==> src/hdl/pts_params.svh <==
// Offsets, field positions, reset values and timing counts of the serial transmit block
`ifndef PTS_PARAMS_SVH
`define PTS_PARAMS_SVH
`define PTS_DATA_W 24
`define PTS_FIFO_DEPTH 8
`define PTS_FRAME_BITS 27
`define PTS_HALF_ONES 12
`define PTS_CLK_PERIOD_NS 100
`define PTS_PLL_LOCK_NS 10000
`define PTS_PLL_LOCK_CYCLES ((`PTS_PLL_LOCK_NS + `PTS_CLK_PERIOD_NS - 1) / `PTS_CLK_PERIOD_NS)
`define PTS_ADDR_CTRL 8'h00
`define PTS_ADDR_STATUS 8'h04
`define PTS_ADDR_FRAMES 8'h08
`define PTS_CTRL_RESET 8'h00
`define PTS_CTRL_SLEEP_N 0
`define PTS_CTRL_OUT_EN 1
`define PTS_CTRL_EDGE_SEL 2
`define PTS_CTRL_PRE_OFF 3
`define PTS_CTRL_SWING 4
`define PTS_CTRL_RESV_LSB 5
`define PTS_ST_LOCKED 0
`define PTS_ST_OVF 1
`define PTS_ST_RESV 2
`define PTS_ST_LEVEL_LSB 4
`define PTS_RESP_OKAY 2'h0
`define PTS_RESP_SLVERR 2'h2
`endif

==> src/hdl/pts_pkg.sv <==
// Types shared by the serial transmit block
package pts_pkg;
	typedef enum logic {PTS_IDLE, PTS_SEND} pts_ser_state_type;
	typedef logic [23:0] pts_word_type;
endpackage

==> src/hdl/pts_tx_ctrl.sv <==
// Transmit control of the 24-bit parallel-to-serial link with AXI4-Lite registers
//
// Overview of operation
// One 24-bit parallel word is taken per cycle of the parallel clock.
// The source ties unused parallel data inputs low and never lets them float.
// Edge select high captures on the rising parallel clock edge, low on the falling edge.
// Sleep (active low) puts the serial output in high impedance and shuts the PLL off.
// With sleep released the transmitter runs normally.
// Output enable low puts the serial output in high impedance while the PLL stays locked.
// Output enable high drives the differential serial output.
// Pre-emphasis is applied when its select is low and omitted when it is high.
// The system keeps swing select low except for long cables, where high gives the large swing.
// The three reserved configuration inputs are held low by the system.
// After the output has been in high impedance the receiver must resynchronise first.
// Each captured word goes out as one DC-balanced frame with embedded clock bits.
`include "pts_params.svh"
`timescale 1ns/1ps
`default_nettype none
module pts_tx_ctrl #(
	parameter int LOCK_CYCLES = `PTS_PLL_LOCK_CYCLES,
	parameter int FIFO_DEPTH = `PTS_FIFO_DEPTH
) (
	// Clock, reset, enable
	input wire logic clock_in,
	input wire logic resetn_in,
	input wire logic clk_en_in,
	// AXI4-Lite write
	input wire logic [7:0] s_axi_awaddr_in,
	input wire logic s_axi_awvalid_in,
	output logic s_axi_awready_out,
	input wire logic [31:0] s_axi_wdata_in,
	input wire logic [3:0] s_axi_wstrb_in,
	input wire logic s_axi_wvalid_in,
	output logic s_axi_wready_out,
	output logic [1:0] s_axi_bresp_out,
	output logic s_axi_bvalid_out,
	input wire logic s_axi_bready_in,
	// AXI4-Lite read
	input wire logic [7:0] s_axi_araddr_in,
	input wire logic s_axi_arvalid_in,
	output logic s_axi_arready_out,
	output logic [31:0] s_axi_rdata_out,
	output logic [1:0] s_axi_rresp_out,
	output logic s_axi_rvalid_out,
	input wire logic s_axi_rready_in,
	// Parallel side
	input wire logic par_clk_in,
	input wire logic [`PTS_DATA_W-1:0] par_data_in,
	// Serial side
	output logic ser_p_out,
	output logic ser_n_out,
	output logic ser_oe_out,
	output logic pre_emph_out,
	output logic swing_hi_out
);
	localparam int CW = $clog2(LOCK_CYCLES + 1);
	localparam int LW = $clog2(FIFO_DEPTH) + 1;
	localparam int FB = `PTS_FRAME_BITS;

	// Register bus state
	logic awready_r, wready_r, aw_got_r, w_got_r, bvalid_r, arready_r, rvalid_r;
	logic [7:0] awaddr_r;
	logic [31:0] wdata_r;
	logic [3:0] wstrb_r;
	logic [1:0] bresp_r, rresp_r;
	logic [31:0] rdata_r;
	logic [7:0] ctrl_r;
	logic ovf_r;
	logic [31:0] frames_r;
	// Capture, PLL and serializer state
	logic par_clk_prev_r;
	logic cap_valid_r;
	pts_pkg::pts_word_type cap_data_r;
	logic [CW-1:0] lock_cnt_r;
	logic pll_locked_r;
	pts_pkg::pts_ser_state_type ser_state_r;
	logic [FB-1:0] shift_r;
	logic [4:0] bitcnt_r;
	logic disp_pos_r;
	logic ser_bit_r, ser_p_r, ser_n_r, ser_oe_r, pre_emph_r, swing_r;

	// Control fields
	wire sleep_n = ctrl_r[`PTS_CTRL_SLEEP_N];
	wire out_en = ctrl_r[`PTS_CTRL_OUT_EN];
	wire edge_sel = ctrl_r[`PTS_CTRL_EDGE_SEL];
	wire pre_off = ctrl_r[`PTS_CTRL_PRE_OFF];
	wire resv_viol = |ctrl_r[`PTS_CTRL_RESV_LSB +: 3];

	// Write channel decode
	wire aw_take = s_axi_awvalid_in && awready_r;
	wire w_take = s_axi_wvalid_in && wready_r;
	wire wr_fire = aw_got_r && w_got_r && !bvalid_r;
	wire b_done = bvalid_r && s_axi_bready_in;
	wire wr_ctrl = wr_fire && (awaddr_r == `PTS_ADDR_CTRL) && wstrb_r[0];
	wire wr_ok = (awaddr_r == `PTS_ADDR_CTRL) || (awaddr_r == `PTS_ADDR_STATUS);
	wire ovf_clr = wr_fire && (awaddr_r == `PTS_ADDR_STATUS) && wstrb_r[0] && wdata_r[`PTS_ST_OVF];

	// Read channel decode
	wire ar_take = s_axi_arvalid_in && arready_r;
	wire r_done = rvalid_r && s_axi_rready_in;
	wire [LW-1:0] fifo_level;
	wire [31:0] status_word = {24'h00_0000, 4'(fifo_level), 1'b0, resv_viol, ovf_r, pll_locked_r};
	wire rd_ctrl = (s_axi_araddr_in == `PTS_ADDR_CTRL);
	wire rd_stat = (s_axi_araddr_in == `PTS_ADDR_STATUS);
	wire rd_frm = (s_axi_araddr_in == `PTS_ADDR_FRAMES);
	wire [31:0] rd_data = rd_ctrl ? {24'h00_0000, ctrl_r} : rd_stat ? status_word : rd_frm ? frames_r : 32'h0000_0000;
	wire rd_ok = rd_ctrl || rd_stat || rd_frm;

	// Parallel clock edge detection and capture
	wire par_rise = par_clk_in && !par_clk_prev_r;
	wire par_fall = !par_clk_in && par_clk_prev_r;
	wire cap_edge = edge_sel ? par_rise : par_fall;
	wire accept = cap_edge && pll_locked_r && sleep_n;
	wire fifo_in_ready;
	wire ovf_set = accept && cap_valid_r && !fifo_in_ready;

	// FIFO drain and frame build
	wire fifo_out_valid;
	pts_pkg::pts_word_type fifo_data;
	wire fifo_out_ready = (ser_state_r == pts_pkg::PTS_IDLE) && pll_locked_r && sleep_n;
	wire load = fifo_out_valid && fifo_out_ready;

	function automatic logic [4:0] ones_of(input pts_pkg::pts_word_type d);
		logic [4:0] n;
		n = '0;
		for (int i = 0; i < `PTS_DATA_W; i++)
			n = n + 5'(d[i]);
		return n;
	endfunction

	wire [4:0] data_ones = ones_of(fifo_data);
	wire [4:0] half = 5'(`PTS_HALF_ONES);
	wire invert = (data_ones > half && disp_pos_r) || (data_ones < half && !disp_pos_r);
	wire [4:0] sent_ones = invert ? 5'(`PTS_DATA_W) - data_ones : data_ones;
	wire [FB-1:0] frame = {1'b1, invert, invert ? ~fifo_data : fifo_data, 1'b0};
	wire sending = (ser_state_r == pts_pkg::PTS_SEND);
	wire last_bit = sending && (bitcnt_r == 5'h1);

	// Serial line next values
	wire ser_bit_nxt = !sleep_n ? 1'b0 : load ? frame[FB-1] : sending ? shift_r[FB-1] : 1'b0;
	wire ser_oe_nxt = sleep_n && out_en && pll_locked_r;
	wire pre_emph_nxt = !pre_off && ser_oe_nxt && (ser_bit_nxt != ser_bit_r);

	pts_fifo #(
		.WIDTH(`PTS_DATA_W),
		.DEPTH(FIFO_DEPTH)
	) u_fifo (
		.clock_in(clock_in),
		.resetn_in(resetn_in),
		.clk_en_in(clk_en_in),
		.flush_in(!sleep_n),
		.in_valid_in(cap_valid_r),
		.in_ready_out(fifo_in_ready),
		.in_data_in(cap_data_r),
		.out_valid_out(fifo_out_valid),
		.out_ready_in(fifo_out_ready),
		.out_data_out(fifo_data),
		.level_out(fifo_level)
	);

	// AXI4-Lite write path
	always_ff @(posedge clock_in or negedge resetn_in)
	begin
		if (!resetn_in)
		begin
			awready_r <= 1'b1;
			wready_r <= 1'b1;
			aw_got_r <= 1'b0;
			w_got_r <= 1'b0;
			bvalid_r <= 1'b0;
			bresp_r <= `PTS_RESP_OKAY;
			awaddr_r <= '0;
			wdata_r <= '0;
			wstrb_r <= '0;
		end
		else if (clk_en_in)
		begin
			if (aw_take)
			begin
				awaddr_r <= s_axi_awaddr_in;
				aw_got_r <= 1'b1;
				awready_r <= 1'b0;
			end
			else if (wr_fire)
				aw_got_r <= 1'b0;
			if (w_take)
			begin
				wdata_r <= s_axi_wdata_in;
				wstrb_r <= s_axi_wstrb_in;
				w_got_r <= 1'b1;
				wready_r <= 1'b0;
			end
			else if (wr_fire)
				w_got_r <= 1'b0;
			if (wr_fire)
			begin
				bvalid_r <= 1'b1;
				bresp_r <= wr_ok ? `PTS_RESP_OKAY : `PTS_RESP_SLVERR;
			end
			else if (b_done)
			begin
				bvalid_r <= 1'b0;
				awready_r <= 1'b1;
				wready_r <= 1'b1;
			end
		end
	end

	// AXI4-Lite read path
	always_ff @(posedge clock_in or negedge resetn_in)
	begin
		if (!resetn_in)
		begin
			arready_r <= 1'b1;
			rvalid_r <= 1'b0;
			rdata_r <= '0;
			rresp_r <= `PTS_RESP_OKAY;
		end
		else if (clk_en_in)
		begin
			if (ar_take)
			begin
				arready_r <= 1'b0;
				rvalid_r <= 1'b1;
				rdata_r <= rd_data;
				rresp_r <= rd_ok ? `PTS_RESP_OKAY : `PTS_RESP_SLVERR;
			end
			else if (r_done)
			begin
				rvalid_r <= 1'b0;
				arready_r <= 1'b1;
			end
		end
	end

	// Control register and sticky overflow, set wins over clear
	always_ff @(posedge clock_in or negedge resetn_in)
	begin
		if (!resetn_in)
		begin
			ctrl_r <= `PTS_CTRL_RESET;
			ovf_r <= 1'b0;
		end
		else if (clk_en_in)
		begin
			if (wr_ctrl)
				ctrl_r <= wdata_r[7:0];
			ovf_r <= ovf_set || (ovf_r && !ovf_clr);
		end
	end

	// PLL lock model: shut down in sleep, locks after the lock time
	always_ff @(posedge clock_in or negedge resetn_in)
	begin
		if (!resetn_in)
		begin
			lock_cnt_r <= '0;
			pll_locked_r <= 1'b0;
		end
		else if (clk_en_in)
		begin
			if (!sleep_n)
			begin
				lock_cnt_r <= '0;
				pll_locked_r <= 1'b0;
			end
			else if (!pll_locked_r)
			begin
				lock_cnt_r <= lock_cnt_r + 1'b1;
				pll_locked_r <= (lock_cnt_r == CW'(LOCK_CYCLES - 1));
			end
		end
	end

	// Capture holds its word until the FIFO takes it, the next capture overwrites it or sleep drops it
	always_ff @(posedge clock_in or negedge resetn_in)
	begin
		if (!resetn_in)
		begin
			par_clk_prev_r <= 1'b0;
			cap_valid_r <= 1'b0;
			cap_data_r <= '0;
		end
		else if (clk_en_in)
		begin
			par_clk_prev_r <= par_clk_in;
			if (!sleep_n)
				cap_valid_r <= 1'b0;
			else if (accept)
			begin
				cap_valid_r <= 1'b1;
				cap_data_r <= par_data_in;
			end
			else if (fifo_in_ready)
				cap_valid_r <= 1'b0;
		end
	end

	// Serializer: start bit, balance flag, 24 data bits, stop bit
	always_ff @(posedge clock_in or negedge resetn_in)
	begin
		if (!resetn_in)
		begin
			ser_state_r <= pts_pkg::PTS_IDLE;
			shift_r <= '0;
			bitcnt_r <= '0;
			disp_pos_r <= 1'b0;
			frames_r <= '0;
		end
		else if (clk_en_in)
		begin
			if (!sleep_n)
				ser_state_r <= pts_pkg::PTS_IDLE;
			else if (load)
			begin
				ser_state_r <= pts_pkg::PTS_SEND;
				shift_r <= {frame[FB-2:0], 1'b0};
				bitcnt_r <= 5'(FB - 1);
				frames_r <= frames_r + 32'h0000_0001;
				if (sent_ones != half)
					disp_pos_r <= (sent_ones > half);
			end
			else if (sending)
			begin
				shift_r <= {shift_r[FB-2:0], 1'b0};
				bitcnt_r <= bitcnt_r - 5'h1;
				if (last_bit)
					ser_state_r <= pts_pkg::PTS_IDLE;
			end
		end
	end

	// Registered line drivers
	always_ff @(posedge clock_in or negedge resetn_in)
	begin
		if (!resetn_in)
		begin
			ser_bit_r <= 1'b0;
			ser_p_r <= 1'b0;
			ser_n_r <= 1'b0;
			ser_oe_r <= 1'b0;
			pre_emph_r <= 1'b0;
			swing_r <= 1'b0;
		end
		else if (clk_en_in)
		begin
			ser_bit_r <= ser_bit_nxt;
			ser_p_r <= ser_oe_nxt && ser_bit_nxt;
			ser_n_r <= ser_oe_nxt && !ser_bit_nxt;
			ser_oe_r <= ser_oe_nxt;
			pre_emph_r <= pre_emph_nxt;
			swing_r <= ctrl_r[`PTS_CTRL_SWING];
		end
	end

	assign s_axi_awready_out = awready_r;
	assign s_axi_wready_out = wready_r;
	assign s_axi_bvalid_out = bvalid_r;
	assign s_axi_bresp_out = bresp_r;
	assign s_axi_arready_out = arready_r;
	assign s_axi_rvalid_out = rvalid_r;
	assign s_axi_rdata_out = rdata_r;
	assign s_axi_rresp_out = rresp_r;
	assign ser_p_out = ser_p_r;
	assign ser_n_out = ser_n_r;
	assign ser_oe_out = ser_oe_r;
	assign pre_emph_out = pre_emph_r;
	assign swing_hi_out = swing_r;
endmodule // pts_tx_ctrl
`default_nettype wire

==> src/hdl/pts_fifo.sv <==
// Synchronous FIFO with valid/ready on both sides
`timescale 1ns/1ps
`default_nettype none
module pts_fifo #(
	parameter int WIDTH = 24,
	parameter int DEPTH = 8
) (
	// Clock and control
	input wire logic clock_in,
	input wire logic resetn_in,
	input wire logic clk_en_in,
	input wire logic flush_in,
	// Fill side
	input wire logic in_valid_in,
	output logic in_ready_out,
	input wire logic [WIDTH-1:0] in_data_in,
	// Drain side
	output logic out_valid_out,
	input wire logic out_ready_in,
	output logic [WIDTH-1:0] out_data_out,
	output logic [$clog2(DEPTH):0] level_out
);
	localparam int AW = $clog2(DEPTH);
	logic [WIDTH-1:0] mem_r [DEPTH];
	logic [AW:0] wr_ptr_r;
	logic [AW:0] rd_ptr_r;
	logic push;
	logic pop;
	assign level_out = wr_ptr_r - rd_ptr_r;
	assign in_ready_out = (level_out != (AW+1)'(DEPTH));
	assign out_valid_out = (level_out != '0);
	assign out_data_out = mem_r[rd_ptr_r[AW-1:0]];
	assign push = in_valid_in && in_ready_out;
	assign pop = out_valid_out && out_ready_in;
	always_ff @(posedge clock_in or negedge resetn_in)
	begin
		if (!resetn_in)
		begin
			wr_ptr_r <= '0;
			rd_ptr_r <= '0;
		end
		else if (clk_en_in)
		begin
			if (flush_in)
			begin
				wr_ptr_r <= '0;
				rd_ptr_r <= '0;
			end
			else
			begin
				if (push)
					wr_ptr_r <= wr_ptr_r + 1'b1;
				if (pop)
					rd_ptr_r <= rd_ptr_r + 1'b1;
			end
		end
	end
	always_ff @(posedge clock_in)
	begin
		if (clk_en_in && push && !flush_in)
			mem_r[wr_ptr_r[AW-1:0]] <= in_data_in;
	end
endmodule // pts_fifo
`default_nettype wire

==> config.mk <==
export PLATFORM = sky130hd
export DESIGN_NAME = pts_tx_ctrl
export DESIGN_NICKNAME = d
export VERILOG_FILES = /design/src/hdl/pts_pkg.sv /design/src/hdl/pts_tx_ctrl.sv /design/src/hdl/pts_fifo.sv
export VERILOG_INCLUDE_DIRS = /design/src /design/src/hdl
export SDC_FILE = /design/constraint.sdc
export NUM_CORES = 1
export LEC_CHECK = 0
export BUFFER_PORTS_ARGS = -buffer_cell sky130_fd_sc_hd__buf_2
export CAP_MARGIN = 0
export CORE_MARGIN = 5
export CORE_UTILIZATION = 53
export DETAILED_ROUTE_END_ITERATION = 12
export GPL_TIMING_DRIVEN = 0
export MAX_ROUTING_LAYER = met4
export PLACE_DENSITY = 0.78
export SLEW_MARGIN = 40
export SYNTH_ARGS = -nofsm -noshare
export SYNTH_HDL_FRONTEND = slang
export SYNTH_SLANG_ARGS = --single-unit
==> constraint.sdc <==
create_clock -name clock_in -period 8.29 [get_ports clock_in]
set_input_delay 1.2435 -clock clock_in [delete_from_list [all_inputs] [get_ports clock_in]]
set_output_delay 1.2435 -clock clock_in [all_outputs]
set_load 0.02 [all_outputs]
# After elaboration in Yosys (flattened, before gate mapping)
# Memories as Yosys holds them, arrays and structs flattened.
# Cells that the tools add are included.
# op_classes
addsub	30
magnitude_cmp	3
eq_ne	12
muxes	47
bitwise_logic	2
reduce_logical	73
# op_table
op	count
32-bit 2-to-1 mux	3
5-bit by 1-bit adder with 5-bit output	19
27-bit 2-to-1 mux	2
1-bit logical AND	34
32-bit by 1-bit adder with 32-bit output, second input constant	1
1-bit 2-to-1 mux	30
2-bit AND reduction	13
24-bit 2-to-1 mux	1
24-bit inverter	1
8-bit by 3-bit equality test with 1-bit output, second input constant	2
8-bit logical NOT	2
4-bit 2-to-1 mux	4
5-bit 2-to-1 mux	3
7-bit 2-to-1 mux	2
5-bit by 4-bit > comparator with 1-bit output, second input constant	2
2-bit nonzero test	5
3-bit AND reduction	3
4-bit by 1-bit adder with 4-bit output, second input constant	2
8-bit by 4-bit equality test with 1-bit output, second input constant	1
1-bit logical NOT	8
7-bit by 1-bit adder with 7-bit output, second input constant	1
7-bit equality test, second input constant	1
4-bit by 1-bit adder with 5-bit output	1
5-bit by 1-bit equality test with 1-bit output, second input constant	1
19 further kinds	25
# totals
regBits	183
ramBits	192
output_inout_bits	46
wordCells	201
n_memories	1
# mem_list
memory	words	width	read_ports	rd_ports_with_merged_regs	wr	line_no	source
u_fifo.mem_r	8	24	1	0	1	pts_fifo.sv:24	logic [WIDTH-1:0] mem_r [DEPTH];

# Logic depth before layout (Yosys ltp)
# Gate-level depths: netlist (run 1).
# An unclocked memory read counts as a cell.
# depth
depth_word	30
ltp_mapped	22

# By module
# From an unflattened synthesis (run 1), not the netlist that was laid out.
# hier_totals
hier_cells	1185
hier_area_um2	16358.2
# modules_own_cells
module	n_inst	cells_per_inst	area_per_inst_um2	seq_area_each_um2
pts_tx_ctrl	1	771	8459.4	4282.9
pts_fifo	1	414	7898.8	5965.7

# Worst setup path after synthesis (run 1)
# Ideal clock, no wire load.
# synth_path
path_type	register -> register
startpoint	register u_fifo.rd_ptr_r[0]
endpoint	register shift_r[24]
setup_time_ns	0.119
arrival_ns	6.051
required_time_ns	8.171
path_slack_ns	2.120
stages_incl_launch_ff	22
n_path_buf	4
period_less_slack_ns	6.170
path_cell_list	dfrtp_1 > buf_2 > buf_2 > mux4_2 > mux2i_1 > fa_1 > fa_1 > inv_1 > fa_1 > fa_1 > fa_1 > ha_1 > inv_1 > fa_1 > xor2_2 > o32ai_1 > o31ai_1 > a22o_1 > buf_6 > buf_12 > xnor2_1 > o21ba_1
# synth_between
elab_chain_cells	29
word_cells_on_any_way	37
cone_classes	add/sub (24); order compare (2); mux (2); bitwise (1); reduce/logical (7); memory (1)
# synth_rtl
element	line_no	source
start: declaration	pts_fifo.sv:26	logic [AW:0] rd_ptr_r;
start signal: assignment	pts_fifo.sv:54	rd_ptr_r <= rd_ptr_r + 1'b1;
memory read 8 x 24 bit	--	
1-bit by 1-bit adder with 2-bit output	pts_tx_ctrl.sv:127	n = n + 5'(d[i]);
2-bit by 1-bit adder with 3-bit output	pts_tx_ctrl.sv:127	
3-bit by 1-bit adder with 4-bit output	pts_tx_ctrl.sv:127	
4-bit by 1-bit adder with 5-bit output	pts_tx_ctrl.sv:127	
5-bit by 1-bit adder with 5-bit output (19 in a row)	pts_tx_ctrl.sv:127	
5-bit by 4-bit > comparator with 1-bit output or 5-bit by 4-bit less-than comparator with 1-bit output (tied branches)	pts_tx_ctrl.sv:133	wire invert = (data_ones > half && disp_pos_r) || (data_ones < half && !disp_pos_r);
1-bit logical AND	pts_tx_ctrl.sv:133	
1-bit logical OR	pts_tx_ctrl.sv:133	
24-bit 2-to-1 mux	pts_tx_ctrl.sv:135	wire [FB-1:0] frame = {1'b1, invert, invert ? ~fifo_data : fifo_data, 1'b0};
27-bit 2-to-1 mux	pts_tx_ctrl.sv:314	else if (load)
end signal: assignment	pts_tx_ctrl.sv:317	shift_r <= {frame[FB-2:0], 1'b0};
end signal: assignment	pts_tx_ctrl.sv:325	shift_r <= {shift_r[FB-2:0], 1'b0};
end: declaration	pts_tx_ctrl.sv:77	logic [FB-1:0] shift_r;
# Parallel ways exist; a longest one is shown, timed or not.
# A chain may end at the register's enable or synchronous reset.

# Worst setup path after layout (run 1)
# layout_path
startpoint	register u_fifo.rd_ptr_r[1]
endpoint	register shift_r[13]
# Same word-level chain as after synthesis.

==> reports/metrics.csv, run 1 <==
metric,value,unit
core,29870,um2
cts.htree.levels,2,
yosysUniqueCellTypes,81,
nets,1394,
ios,131,
r2r_cells,21,
clk_pin_slew,0.06,ns
critPathKind,register to register,
grt_pass1_wl,56.50,mm
setup_tns,0,ns
yosysWarnings,0,
dr.pass1.iters,5,
row_count,63,
fin_crit_sh,86.65,%
antenna_found_initial,0,
layout_commonest_cell,edfxtp_1,
synth_edf_count,192,
yosysSeqAreaShare,63.51,%
port_buffers,99,
vias,9735,
place_ws,1.172,ns
diodes,0,
ys_dominant_reg_cell,edfxtp_1,
final_cell_mix,"192 x edfxtp_1, 176 x dfrtp_1, 120 x buf_2",
crit_chain,clkbuf_1 -> clkbuf_1 -> mux4_2 -> mux2i_1 -> fa_1 -> fa_1 -> inv_1 -> fa_1 -> fa_1 -> fa_1 -> ha_1 -> inv_1 -> fa_1 -> xor2_2 -> o32ai_1 -> o31ai_1 -> a22o_1 -> buf_6 -> buf_12 -> xnor2_1 -> a21oi_1,
cts_root_buf,clkbuf_16,
leakagePower,0.007978,uW
drtAntennaViolNets,0,
grt_pass1_vias,10283,
start_kind,register,
synth_xor_area_share,3.567,%
avgSynthCellArea,14.64,um2
synthMuxAreaShare,11.37,%
finalSetupViolCount,0,
r2r_start,u_fifo.rd_ptr_r[1]$_DFFE_PN0P_,
synth-simple-area-share,7.971,%
finalClockSkew,0.03418,ns
drv_slew,0,
die_y,184.5,um
syn_area,16140,um2
drtIter0Drc,739,
cts_tree,done,
cp.required,8.66,ns
synth_compound_area_share,7.289,%
cts_sinks,371,
initial_core_util,54.01,%
clock.fmax,0.1392,GHz
holdWs,0.4734,ns
crit_fanout,10,
rsz0062_at_grt,false,
worstMarginPinSlew,0.8502,ns
whs_endpoint,frames_r[31]$_DFFE_PN0P_,
post_cts_buffers,0,
wirelength,34.80,mm
hold_depth,1,
holdBufCountCts,0,
synth_top_family_by_area,multiplexers,
hold_viol_final,0,
status,"finished, final reports clean",
maxCapViolations,0,
cpMostUsedCell,fa_1,
drc,0,
die_width,184.5,um
ir_drop,0.2095,mV
async_flop_share,48.25,%
ctsResizeCount,0,
clk_latency,0.54,ns
timing.rr.end,shift_r[13]$_DFFE_PN0P_,
gr-usage-all-layers,21.75,%
p_per_area,218.8,nW/um2
cp_top_family,adder cells,
vias_per_cell,5.740,
critPathSlowestCell,clkbuf_1,
synthAdderAreaFrac,3.396,%
hpwl,24.53,mm
crit_arrival,7.56,ns
wl_per_cell,20.52,um
finalWorstSetupSlack,1.106,ns
reg2reg_slack,1.11,ns
cts_buffers,38,
max_stage_delay,0.62,ns
min_from,frames_r[31]$_DFFE_PN0P_,
grt_max_degree,75,
holdCritPathClass,register to register,
dieArea,34040,um2
maxSlewHeadroom,43.32,%
postSynthCellCount,1102,
place_congestion,0.8452,
period_minus_slack,7.184,ns
clk_path_buf_depth,3,
overflow,0,
area_growth,15.86,%
cp_num_buf_inv,6,
synth_seq_cells,371,
layout-drive-gt1-share,27.26,%
end_kind,register,
==> state kept, by name, indices dropped and copies added (netlist names), 7 cells and up <==
register / flops
frames_r: 32
cap_data_r: 24
ctrl_r: 8
lock_cnt_r: 7
awaddr_r: 8
u_fifo.mem_r: 192
wdata_r: 8
shift_r: 25
s_axi_rdata_out: 32
==> routing by layer <==
layer / global-route usage, % / up-vias / wire length, um
met5: - / - / 0
met4: 5.827 / 0 / 755
met3: 3.296 / 61 / 1923
met2: 36.43 / 312 / 17860
met1: 28.13 / 4929 / 14260
li1: - / 4433 / -
==> area by class of cell <==
type                       instances  area, um2
buffer                            53      292.8
clock buffer                      54       1071
clock inverter                    16      172.7
fill                            2148      11180
inverter                          46      172.7
multi-input combinational        633       5468
sequential                       371      10250
tap                              390      488.0
timing repair buffer             133      783.3
==> cell families after synthesis <==
group / Yosys count
AND/OR/NAND/NOR: 249
other: 1
flip-flops: 371
AO/OA/AOI/OAI: 168
buffers and inverters: 99
adder cells (fa/ha/maj): 33
multiplexers: 117
XOR/XNOR: 64
==> cell usage after synthesis (4+ instances only) <==
cell       instances  area (um2)
a21oi_1           36       180.2
a22o_1            29       254.0
a31oi_1            4       25.02
and3_1             7       43.79
and4_1             4       35.03
buf_2             15       75.07
buf_6              4       45.04
clkbuf_1          28       105.1
dfrtp_1          176        4404
edfxtp_1         192        5766
fa_1              18       360.4
ha_1              15       187.7
inv_1             44       165.2
mux2_2            50       563.0
mux2i_1           19       190.2
mux4_2            48        1081
nand2_1           88       330.3
nand2b_1           6       37.54
nand3_1           21       105.1
nand4_1           12       75.07
nor2_1            34       127.6
nor3_1            21       105.1
nor4_1             7       43.79
o21ai_0           46       230.2
o21ba_2            6       60.06
o22ai_1            6       37.54
o2bb2ai_1          4       35.03
or3_1             24       150.1
xnor2_1           50       437.9
xor2_1            12       105.1
==> how the worst max path moves through the flow <==
stage / startpoint / to / slack (ns) / cells after the start
6_report: u_fifo.rd_ptr_r[1]$_DFFE_PN0P_ / shift_r[13]$_DFFE_PN0P_ / 1.11 / 21
5_1_grt: u_fifo.rd_ptr_r[1]$_DFFE_PN0P_ / shift_r[15]$_DFFE_PN0P_ / 0.75 / 21
4_1_cts: u_fifo.rd_ptr_r[1]$_DFFE_PN0P_ / shift_r[13]$_DFFE_PN0P_ / 1.09 / 21
3_5_place_dp: u_fifo.rd_ptr_r[1]$_DFFE_PN0P_ / shift_r[13]$_DFFE_PN0P_ / 1.17 / 21
3_3_place_gp: u_fifo.rd_ptr_r[1]$_DFFE_PN0P_ / shift_r[13]$_DFFE_PN0P_ / 1.29 / 21
2_1_floorplan: u_fifo.rd_ptr_r[0]$_DFFE_PN0P_ / shift_r[24]$_DFFE_PN0P_ / 2.12 / 21
==> per-stage QoR <==
step,power [uW],std cells,cell area (um2),util [%]
2_1_floorplan,2335,1103,16140,-
3_3_place_gp,2422,1592,17120,57.32
3_5_place_dp,2443,1626,17450,58.42
4_1_cts,4115,1696,18700,62.58
5_1_grt,4247,1696,18700,62.58
6_report,4091,1696,18700,62.58
==> power breakdown <==
| group | internal, uW | switching (uW) | total, uW |
|---|---|---|---|
| Sequential | 2010 | 65.4 | 2080 |
| Combinational | 158 | 184 | 342 |
| Clock | 973 | 697 | 1670 |
| Total | 3140 | 946 | 4090 |
Note: power is estimated with default switching activity, not from simulation.
==> run 2, diff against run 1 <==
--- a/config.mk
+++ b/config.mk
@@ -8,12 +8,13 @@
 export LEC_CHECK = 0
 export BUFFER_PORTS_ARGS = -buffer_cell sky130_fd_sc_hd__buf_2
 export CAP_MARGIN = 0
+export CORE_ASPECT_RATIO = 1.1
 export CORE_MARGIN = 5
 export CORE_UTILIZATION = 53
 export DETAILED_ROUTE_END_ITERATION = 12
 export GPL_TIMING_DRIVEN = 0
 export MAX_ROUTING_LAYER = met4
-export PLACE_DENSITY = 0.78
+export PLACE_DENSITY = 0.72
 export SLEW_MARGIN = 40
 export SYNTH_ARGS = -nofsm -noshare
 export SYNTH_HDL_FRONTEND = slang
==> reports/metrics.csv, run 2 (synthesis results as in run 1) <==
metric,value,unit,change
status,"finished, final reports clean",,unchanged
fin_crit_sh,86.41,%,was 86.65%
worstMarginPinSlew,0.8229,ns,was 0.8502 ns
layout-drive-gt1-share,26.55,%,was 27.26%
gr-usage-all-layers,20.64,%,was 21.75%
antenna_found_initial,0,,unchanged
timing.rr.end,shift_r[3]$_DFFE_PN0P_,,was shift_r[13]$_DFFE_PN0P_
ir_drop,0.2170,mV,was 0.2095 mV
p_comb_share,8.5,%,was 8.4%
holdCritPathClass,register to register,,unchanged
vias,9598,,"was 9,735"
clk_path_buf_depth,3,,unchanged
grt_pass1_vias,9909,,"was 10,283"
nets,1393,,"was 1,394"
end_kind,register,,unchanged
critPathKind,register to register,,unchanged
cts_sinks,371,,unchanged
fill_cells,2308,,"was 2,148"
post_cts_buffers,0,,unchanged
place_congestion,0.8243,,was 0.8452
hpwl,23.70,mm,was 24.53 mm
overflow,0,,unchanged
r2r_cells,21,,unchanged
r2r_start,u_fifo.rd_ptr_r[1]$_DFFE_PN0P_,,unchanged
clk_pin_slew,0.06,ns,about the same
cts_buffers,37,,was 38
crit_arrival,7.56,ns,about the same
dr.pass1.iters,6,,was 5
swShare,23.13,%,about the same
wirelength,33.44,mm,was 34.80 mm
maxCapViolations,0,,unchanged
ctsResizeCount,0,,unchanged
cp.required,8.69,ns,was 8.66 ns
largest_register_ffs,192,,unchanged
die_y,193.0,um,was 184.5 um
hold_viol_final,0,,unchanged
maxSlewHeadroom,45.14,%,was 43.32%
layout_commonest_cell,edfxtp_1,,unchanged
die_width,176.4,um,was 184.5 um
rsz0062_at_grt,false,,unchanged
switchingPower,916.0,uW,was 946.2 uW
setup_tns,0,ns,unchanged
dieArea,34040,um2,about the same
initial_core_util,53.32,%,was 54.01%
drc,0,,unchanged
internal_power,3044,uW,was 3145 uW
clk_latency,0.52,ns,was 0.54 ns
crit_start,u_fifo.rd_ptr_r[1]$_DFFE_PN0P_,,unchanged
drtIter0Drc,725,,was 739
grt_pass1_wl,53.85,mm,was 56.50 mm
cts_tree,done,,unchanged
holdWs,0.4736,ns,was 0.4734 ns
drv_slew,0,,unchanged
wl_per_cell,19.48,um,was 20.52 um
endpoint,shift_r[3]$_DFFE_PN0P_,,was shift_r[13]$_DFFE_PN0P_
power_frac_clock,39.1,%,was 40.8%
diodes,0,,unchanged
start_kind,register,,unchanged
drtAntennaViolNets,0,,unchanged
cts.htree.levels,2,,unchanged
finalSetupViolCount,0,,unchanged
vias_per_cell,5.590,,was 5.740
period_minus_slack,7.163,ns,was 7.184 ns
crit_fanout,10,,unchanged
row_count,67,,was 63
finalClockSkew,0.01302,ns,was 0.03418 ns
leakagePower,0.007904,uW,was 0.007978 uW
core,30260,um2,"was 29,870 um2"
reg2reg_slack,1.13,ns,was 1.11 ns
holdBufCountCts,0,,unchanged
cts_root_buf,clkbuf_16,,unchanged
clock.fmax,0.1396,GHz,was 0.1392 GHz
port_buffers,99,,unchanged
p_per_area,213.2,nW/um2,was 218.8 nW/um2
final_cell_mix,"192 x edfxtp_1, 176 x dfrtp_1, 127 x buf_2",,"was 192 x edfxtp_1, 176 x dfrtp_1, 120 x buf_2"
p_seq_share,52.4,%,was 50.8%
grt_max_degree,69,,was 75
ios,131,,unchanged
area_growth,15.12,%,was 15.86%
[run 2: cell count changes in the layout (fill, tap and decap cells not counted), sizes merged]
| cell | delta |
|---|---|
| bufinv | -2 |
| clkbuf | +4 |
| clkinv | -8 |
| inv | +3 |
[run 2: layout make-up]
class                      count  area, um2  area share [%]
multi-input combinational    633       5468           29.43
inverter                      46      172.7          0.9295
clock buffer                  58       1045           5.624
sequential                   371      10250           55.17
tap                          414      518.0           2.788
clock inverter                 9      66.31          0.3570
timing repair buffer         133      765.7           4.122
buffer                        53      292.8           1.576
[run 2: power by group through the flow]
stage          sequential [uW]  combinational (uW)  clock [uW]
5_1_grt                   2080                 379        1660
6_report                  2070                 336        1550
4_1_cts                   2070                 338        1580
2_1_floorplan             2090                 245           0
3_3_place_gp              2110                 318           0
3_5_place_dp              2110                 335           0
[run 2: routing by layer]
metal,vias to the layer above,global-route usage [%],wire [um]
li1,4446,-,-
met1,4843,26.10,13900
met2,233,35.12,17100
met3,76,3.237,1537
met4,0,5.982,909
met5,-,-,0
[run 2: how the worst min path moves through the flow]
stage                                        start                       end  slack [ns]  cells past startpoint
after global placement      shift_r[2]$_DFFE_PN0P_    shift_r[2]$_DFFE_PN0P_        0.46                      2
after detailed placement  frames_r[31]$_DFFE_PN0P_  frames_r[31]$_DFFE_PN0P_        0.47                      1
after floorplan           frames_r[31]$_DFFE_PN0P_  frames_r[31]$_DFFE_PN0P_        0.44                      1
final                     frames_r[31]$_DFFE_PN0P_  frames_r[31]$_DFFE_PN0P_        0.47                      1
after CTS                 frames_r[31]$_DFFE_PN0P_  frames_r[31]$_DFFE_PN0P_        0.47                      1
after global routing      frames_r[31]$_DFFE_PN0P_  frames_r[31]$_DFFE_PN0P_        0.50                      1
[run 2: stage by stage]
step	area [um2]	std cells	setup slack (ns)	util, %	power, uW
2_1_floorplan	16140	1103	2.120	-	2335
3_3_place_gp	17150	1616	1.202	56.68	2424
3_5_place_dp	17470	1650	1.109	57.71	2444
4_1_cts	18580	1717	1.094	61.38	3992
5_1_grt	18580	1717	0.7106	61.38	4126
6_report	18580	1717	1.127	61.38	3960
[run 2: critical path, stage by stage (launching register included)]
cell      delay [ns]
dfrtp_1         0.42
clkbuf_1        0.31
clkbuf_1        0.65
mux4_2          0.42
mux2i_1         0.44
fa_1            0.53
fa_1            0.51
inv_1           0.06
fa_1            0.48
fa_1            0.52
fa_1            0.50
ha_1            0.24
inv_1           0.07
fa_1            0.35
inv_1           0.10
a221oi_1        0.35
o211ai_1        0.19
a22o_1          0.28
buf_6           0.16
buf_12          0.15
xnor2_1         0.22
a21oi_1         0.10
==> run 3, diff against run 2 <==
--- a/config.mk
+++ b/config.mk
@@ -8,7 +8,7 @@
 export LEC_CHECK = 0
 export BUFFER_PORTS_ARGS = -buffer_cell sky130_fd_sc_hd__buf_2
 export CAP_MARGIN = 0
-export CORE_ASPECT_RATIO = 1.1
+export CORE_ASPECT_RATIO = 0.7
 export CORE_MARGIN = 5
 export CORE_UTILIZATION = 53
 export DETAILED_ROUTE_END_ITERATION = 12
==> reports/metrics.csv, run 3 (synthesis results as in run 1) <==
metric,value,unit,change
clk_pin_slew,0.07,ns,was 0.06 ns
grt_pass1_wl,56.03,mm,was 53.85 mm
cts.htree.levels,2,,unchanged
crit_arrival,7.60,ns,was 7.56 ns
diodes,0,,unchanged
cts_root_buf,clkbuf_16,,unchanged
wl_per_cell,20.43,um,was 19.48 um
ctsResizeCount,0,,unchanged
instances_no_fill,1714,,"was 1,717"
hold_viol_final,0,,unchanged
period_minus_slack,7.209,ns,was 7.163 ns
power_frac_clock,41.4,%,was 39.1%
clk_latency,0.54,ns,was 0.52 ns
holdBufCountCts,0,,unchanged
dr.pass1.iters,5,,was 6
critPathKind,register to register,,unchanged
antenna_found_initial,0,,unchanged
cts_tree,done,,unchanged
maxSlewHeadroom,44.54,%,was 45.14%
finalClockSkew,0.01440,ns,was 0.01302 ns
ios,131,,unchanged
leakagePower,0.007967,uW,was 0.007904 uW
cp.required,8.68,ns,was 8.69 ns
fin_crit_sh,86.96,%,was 86.41%
port_buffers,99,,unchanged
swShare,23.14,%,was 23.13%
dpl.cell_count,1648,,"was 1,650"
p_comb_share,8.2,%,was 8.5%
final_cell_mix,"192 x edfxtp_1, 176 x dfrtp_1, 124 x buf_2",,"was 192 x edfxtp_1, 176 x dfrtp_1, 127 x buf_2"
layout_commonest_cell,edfxtp_1,,unchanged
grt_max_degree,71,,was 69
die_width,218.6,um,was 176.4 um
ir_drop,0.1400,mV,was 0.2170 mV
switchingPower,953.1,uW,was 916.0 uW
holdCritPathClass,register to register,,unchanged
internal_power,3165,uW,was 3044 uW
wirelength,35.02,mm,was 33.44 mm
setup_tns,0,ns,unchanged
clk_path_buf_depth,3,,unchanged
drtAntennaViolNets,0,,unchanged
area_growth,15.96,%,was 15.12%
largest_register_ffs,192,,unchanged
end_kind,register,,unchanged
p_seq_share,50.4,%,was 52.4%
die_y,156.0,um,was 193.0 um
start_kind,register,,unchanged
cts_sinks,371,,unchanged
worstMarginPinSlew,0.8319,ns,was 0.8229 ns
status,"finished, final reports clean",,unchanged
row_count,53,,was 67
drv_slew,0,,unchanged
finalSetupViolCount,0,,unchanged
drc,0,,unchanged
vias_per_cell,5.707,,was 5.590
overflow,0,,unchanged
nets,1392,,"was 1,393"
layout-drive-gt1-share,27.11,%,was 26.55%
place_congestion,0.8777,,was 0.8243
vias,9781,,"was 9,598"
cts_buffers,36,,was 37
rsz0062_at_grt,false,,unchanged
dieArea,34090,um2,"was 34,040 um2"
clock.fmax,0.1387,GHz,was 0.1396 GHz
drtIter0Drc,822,,was 725
core,30040,um2,"was 30,260 um2"
gr-usage-all-layers,21.66,%,was 20.64%
post_cts_buffers,0,,unchanged
initial_core_util,53.72,%,was 53.32%
p_per_area,220.1,nW/um2,was 213.2 nW/um2
maxCapViolations,0,,unchanged
hpwl,24.96,mm,was 23.70 mm
crit_fanout,10,,unchanged
grt_pass1_vias,9903,,"was 9,909"
[run 3: cell types whose count changed in the layout (fill, tap and decap cells not counted), moves of 2 or more]
cell	before	now
inv_6	4	2
clkinv_1	0	2
buf_4	21	24
clkbuf_1	44	34
bufinv_16	0	4
buf_2	127	124
[run 3: worst max-delay path, stage by stage, from the launching register on]
cell and delay [ns]:
dfrtp_1 0.40, clkbuf_1 0.32, clkbuf_1 0.64, mux4_2 0.40
mux2i_1 0.51, fa_1 0.50, inv_1 0.11, fa_1 0.43
fa_1 0.55, fa_1 0.53, fa_1 0.55, ha_1 0.18
inv_1 0.07, fa_1 0.51, xor2_2 0.21, o32ai_1 0.12
o31ai_1 0.25, a22o_1 0.21, buf_6 0.18, buf_12 0.15
xnor2_1 0.14, a21oi_1 0.09
[run 3: power groups by stage]
stage / Clock (uW) / Sequential (uW) / Combinational, uW
2_1_floorplan: 0 / 2090 / 245
3_3_place_gp: 0 / 2110 / 322
3_5_place_dp: 0 / 2110 / 335
4_1_cts: 1740 / 2070 / 340
5_1_grt: 1820 / 2080 / 379
6_report: 1710 / 2070 / 338
[run 3: cell type report]
type                    instances  area (um2)
plain buffers                  53       292.8
clock buffers                  48        1007
clock inverters                18       234.0
fillers                      2270       11330
inverters                      46       172.7
multi-input cells             633        5468
flip-flops and latches        371       10250
well taps                     412       515.5
repair buffers                133       773.2
[run 3: worst paths after layout]
check	to	depth (start not counted)	slack, ns	from
worst max-delay path	shift_r[17]$_DFFE_PN0P_	21	1.08	u_fifo.rd_ptr_r[1]$_DFFE_PN0P_
worst min-delay path	s_axi_rdata_out[3]$_DFFE_PN0P_	2	0.48	s_axi_rdata_out[3]$_DFFE_PN0P_
worst max register to register	shift_r[17]$_DFFE_PN0P_	21	1.08	u_fifo.rd_ptr_r[1]$_DFFE_PN0P_
worst min register to register	s_axi_rdata_out[3]$_DFFE_PN0P_	2	0.48	s_axi_rdata_out[3]$_DFFE_PN0P_
max in group asynchronous	cap_data_r[9]$_DFFE_PN0P_	3	6.62	resetn_in
min in group asynchronous	ctrl_r[4]$_DFFE_PN0P_	1	0.63	resetn_in
[run 3: metal layers]
layer  track usage (%)  wire [um]  part of all wire, %
met5                 -          0                    0
met4             4.334        472                  1.3
met3             3.666       2121                  6.1
met2             31.28      15950                   46
met1             32.99      16470                   47
[run 3: through the flow]
stage | setup WS (ns) | area, um2 | power (uW) | hold slack, ns | utilization (%)
2_1_floorplan | 2.120 | 16140 | 2335 | 0.4425 | -
3_3_place_gp | 1.091 | 17150 | 2427 | 0.4581 | 57.10
3_5_place_dp | 1.088 | 17470 | 2443 | 0.4637 | 58.16
4_1_cts | 1.077 | 18710 | 4149 | 0.4878 | 62.29
5_1_grt | 0.7448 | 18710 | 4283 | 0.4913 | 62.29
6_report | 1.081 | 18710 | 4118 | 0.4848 | 62.29
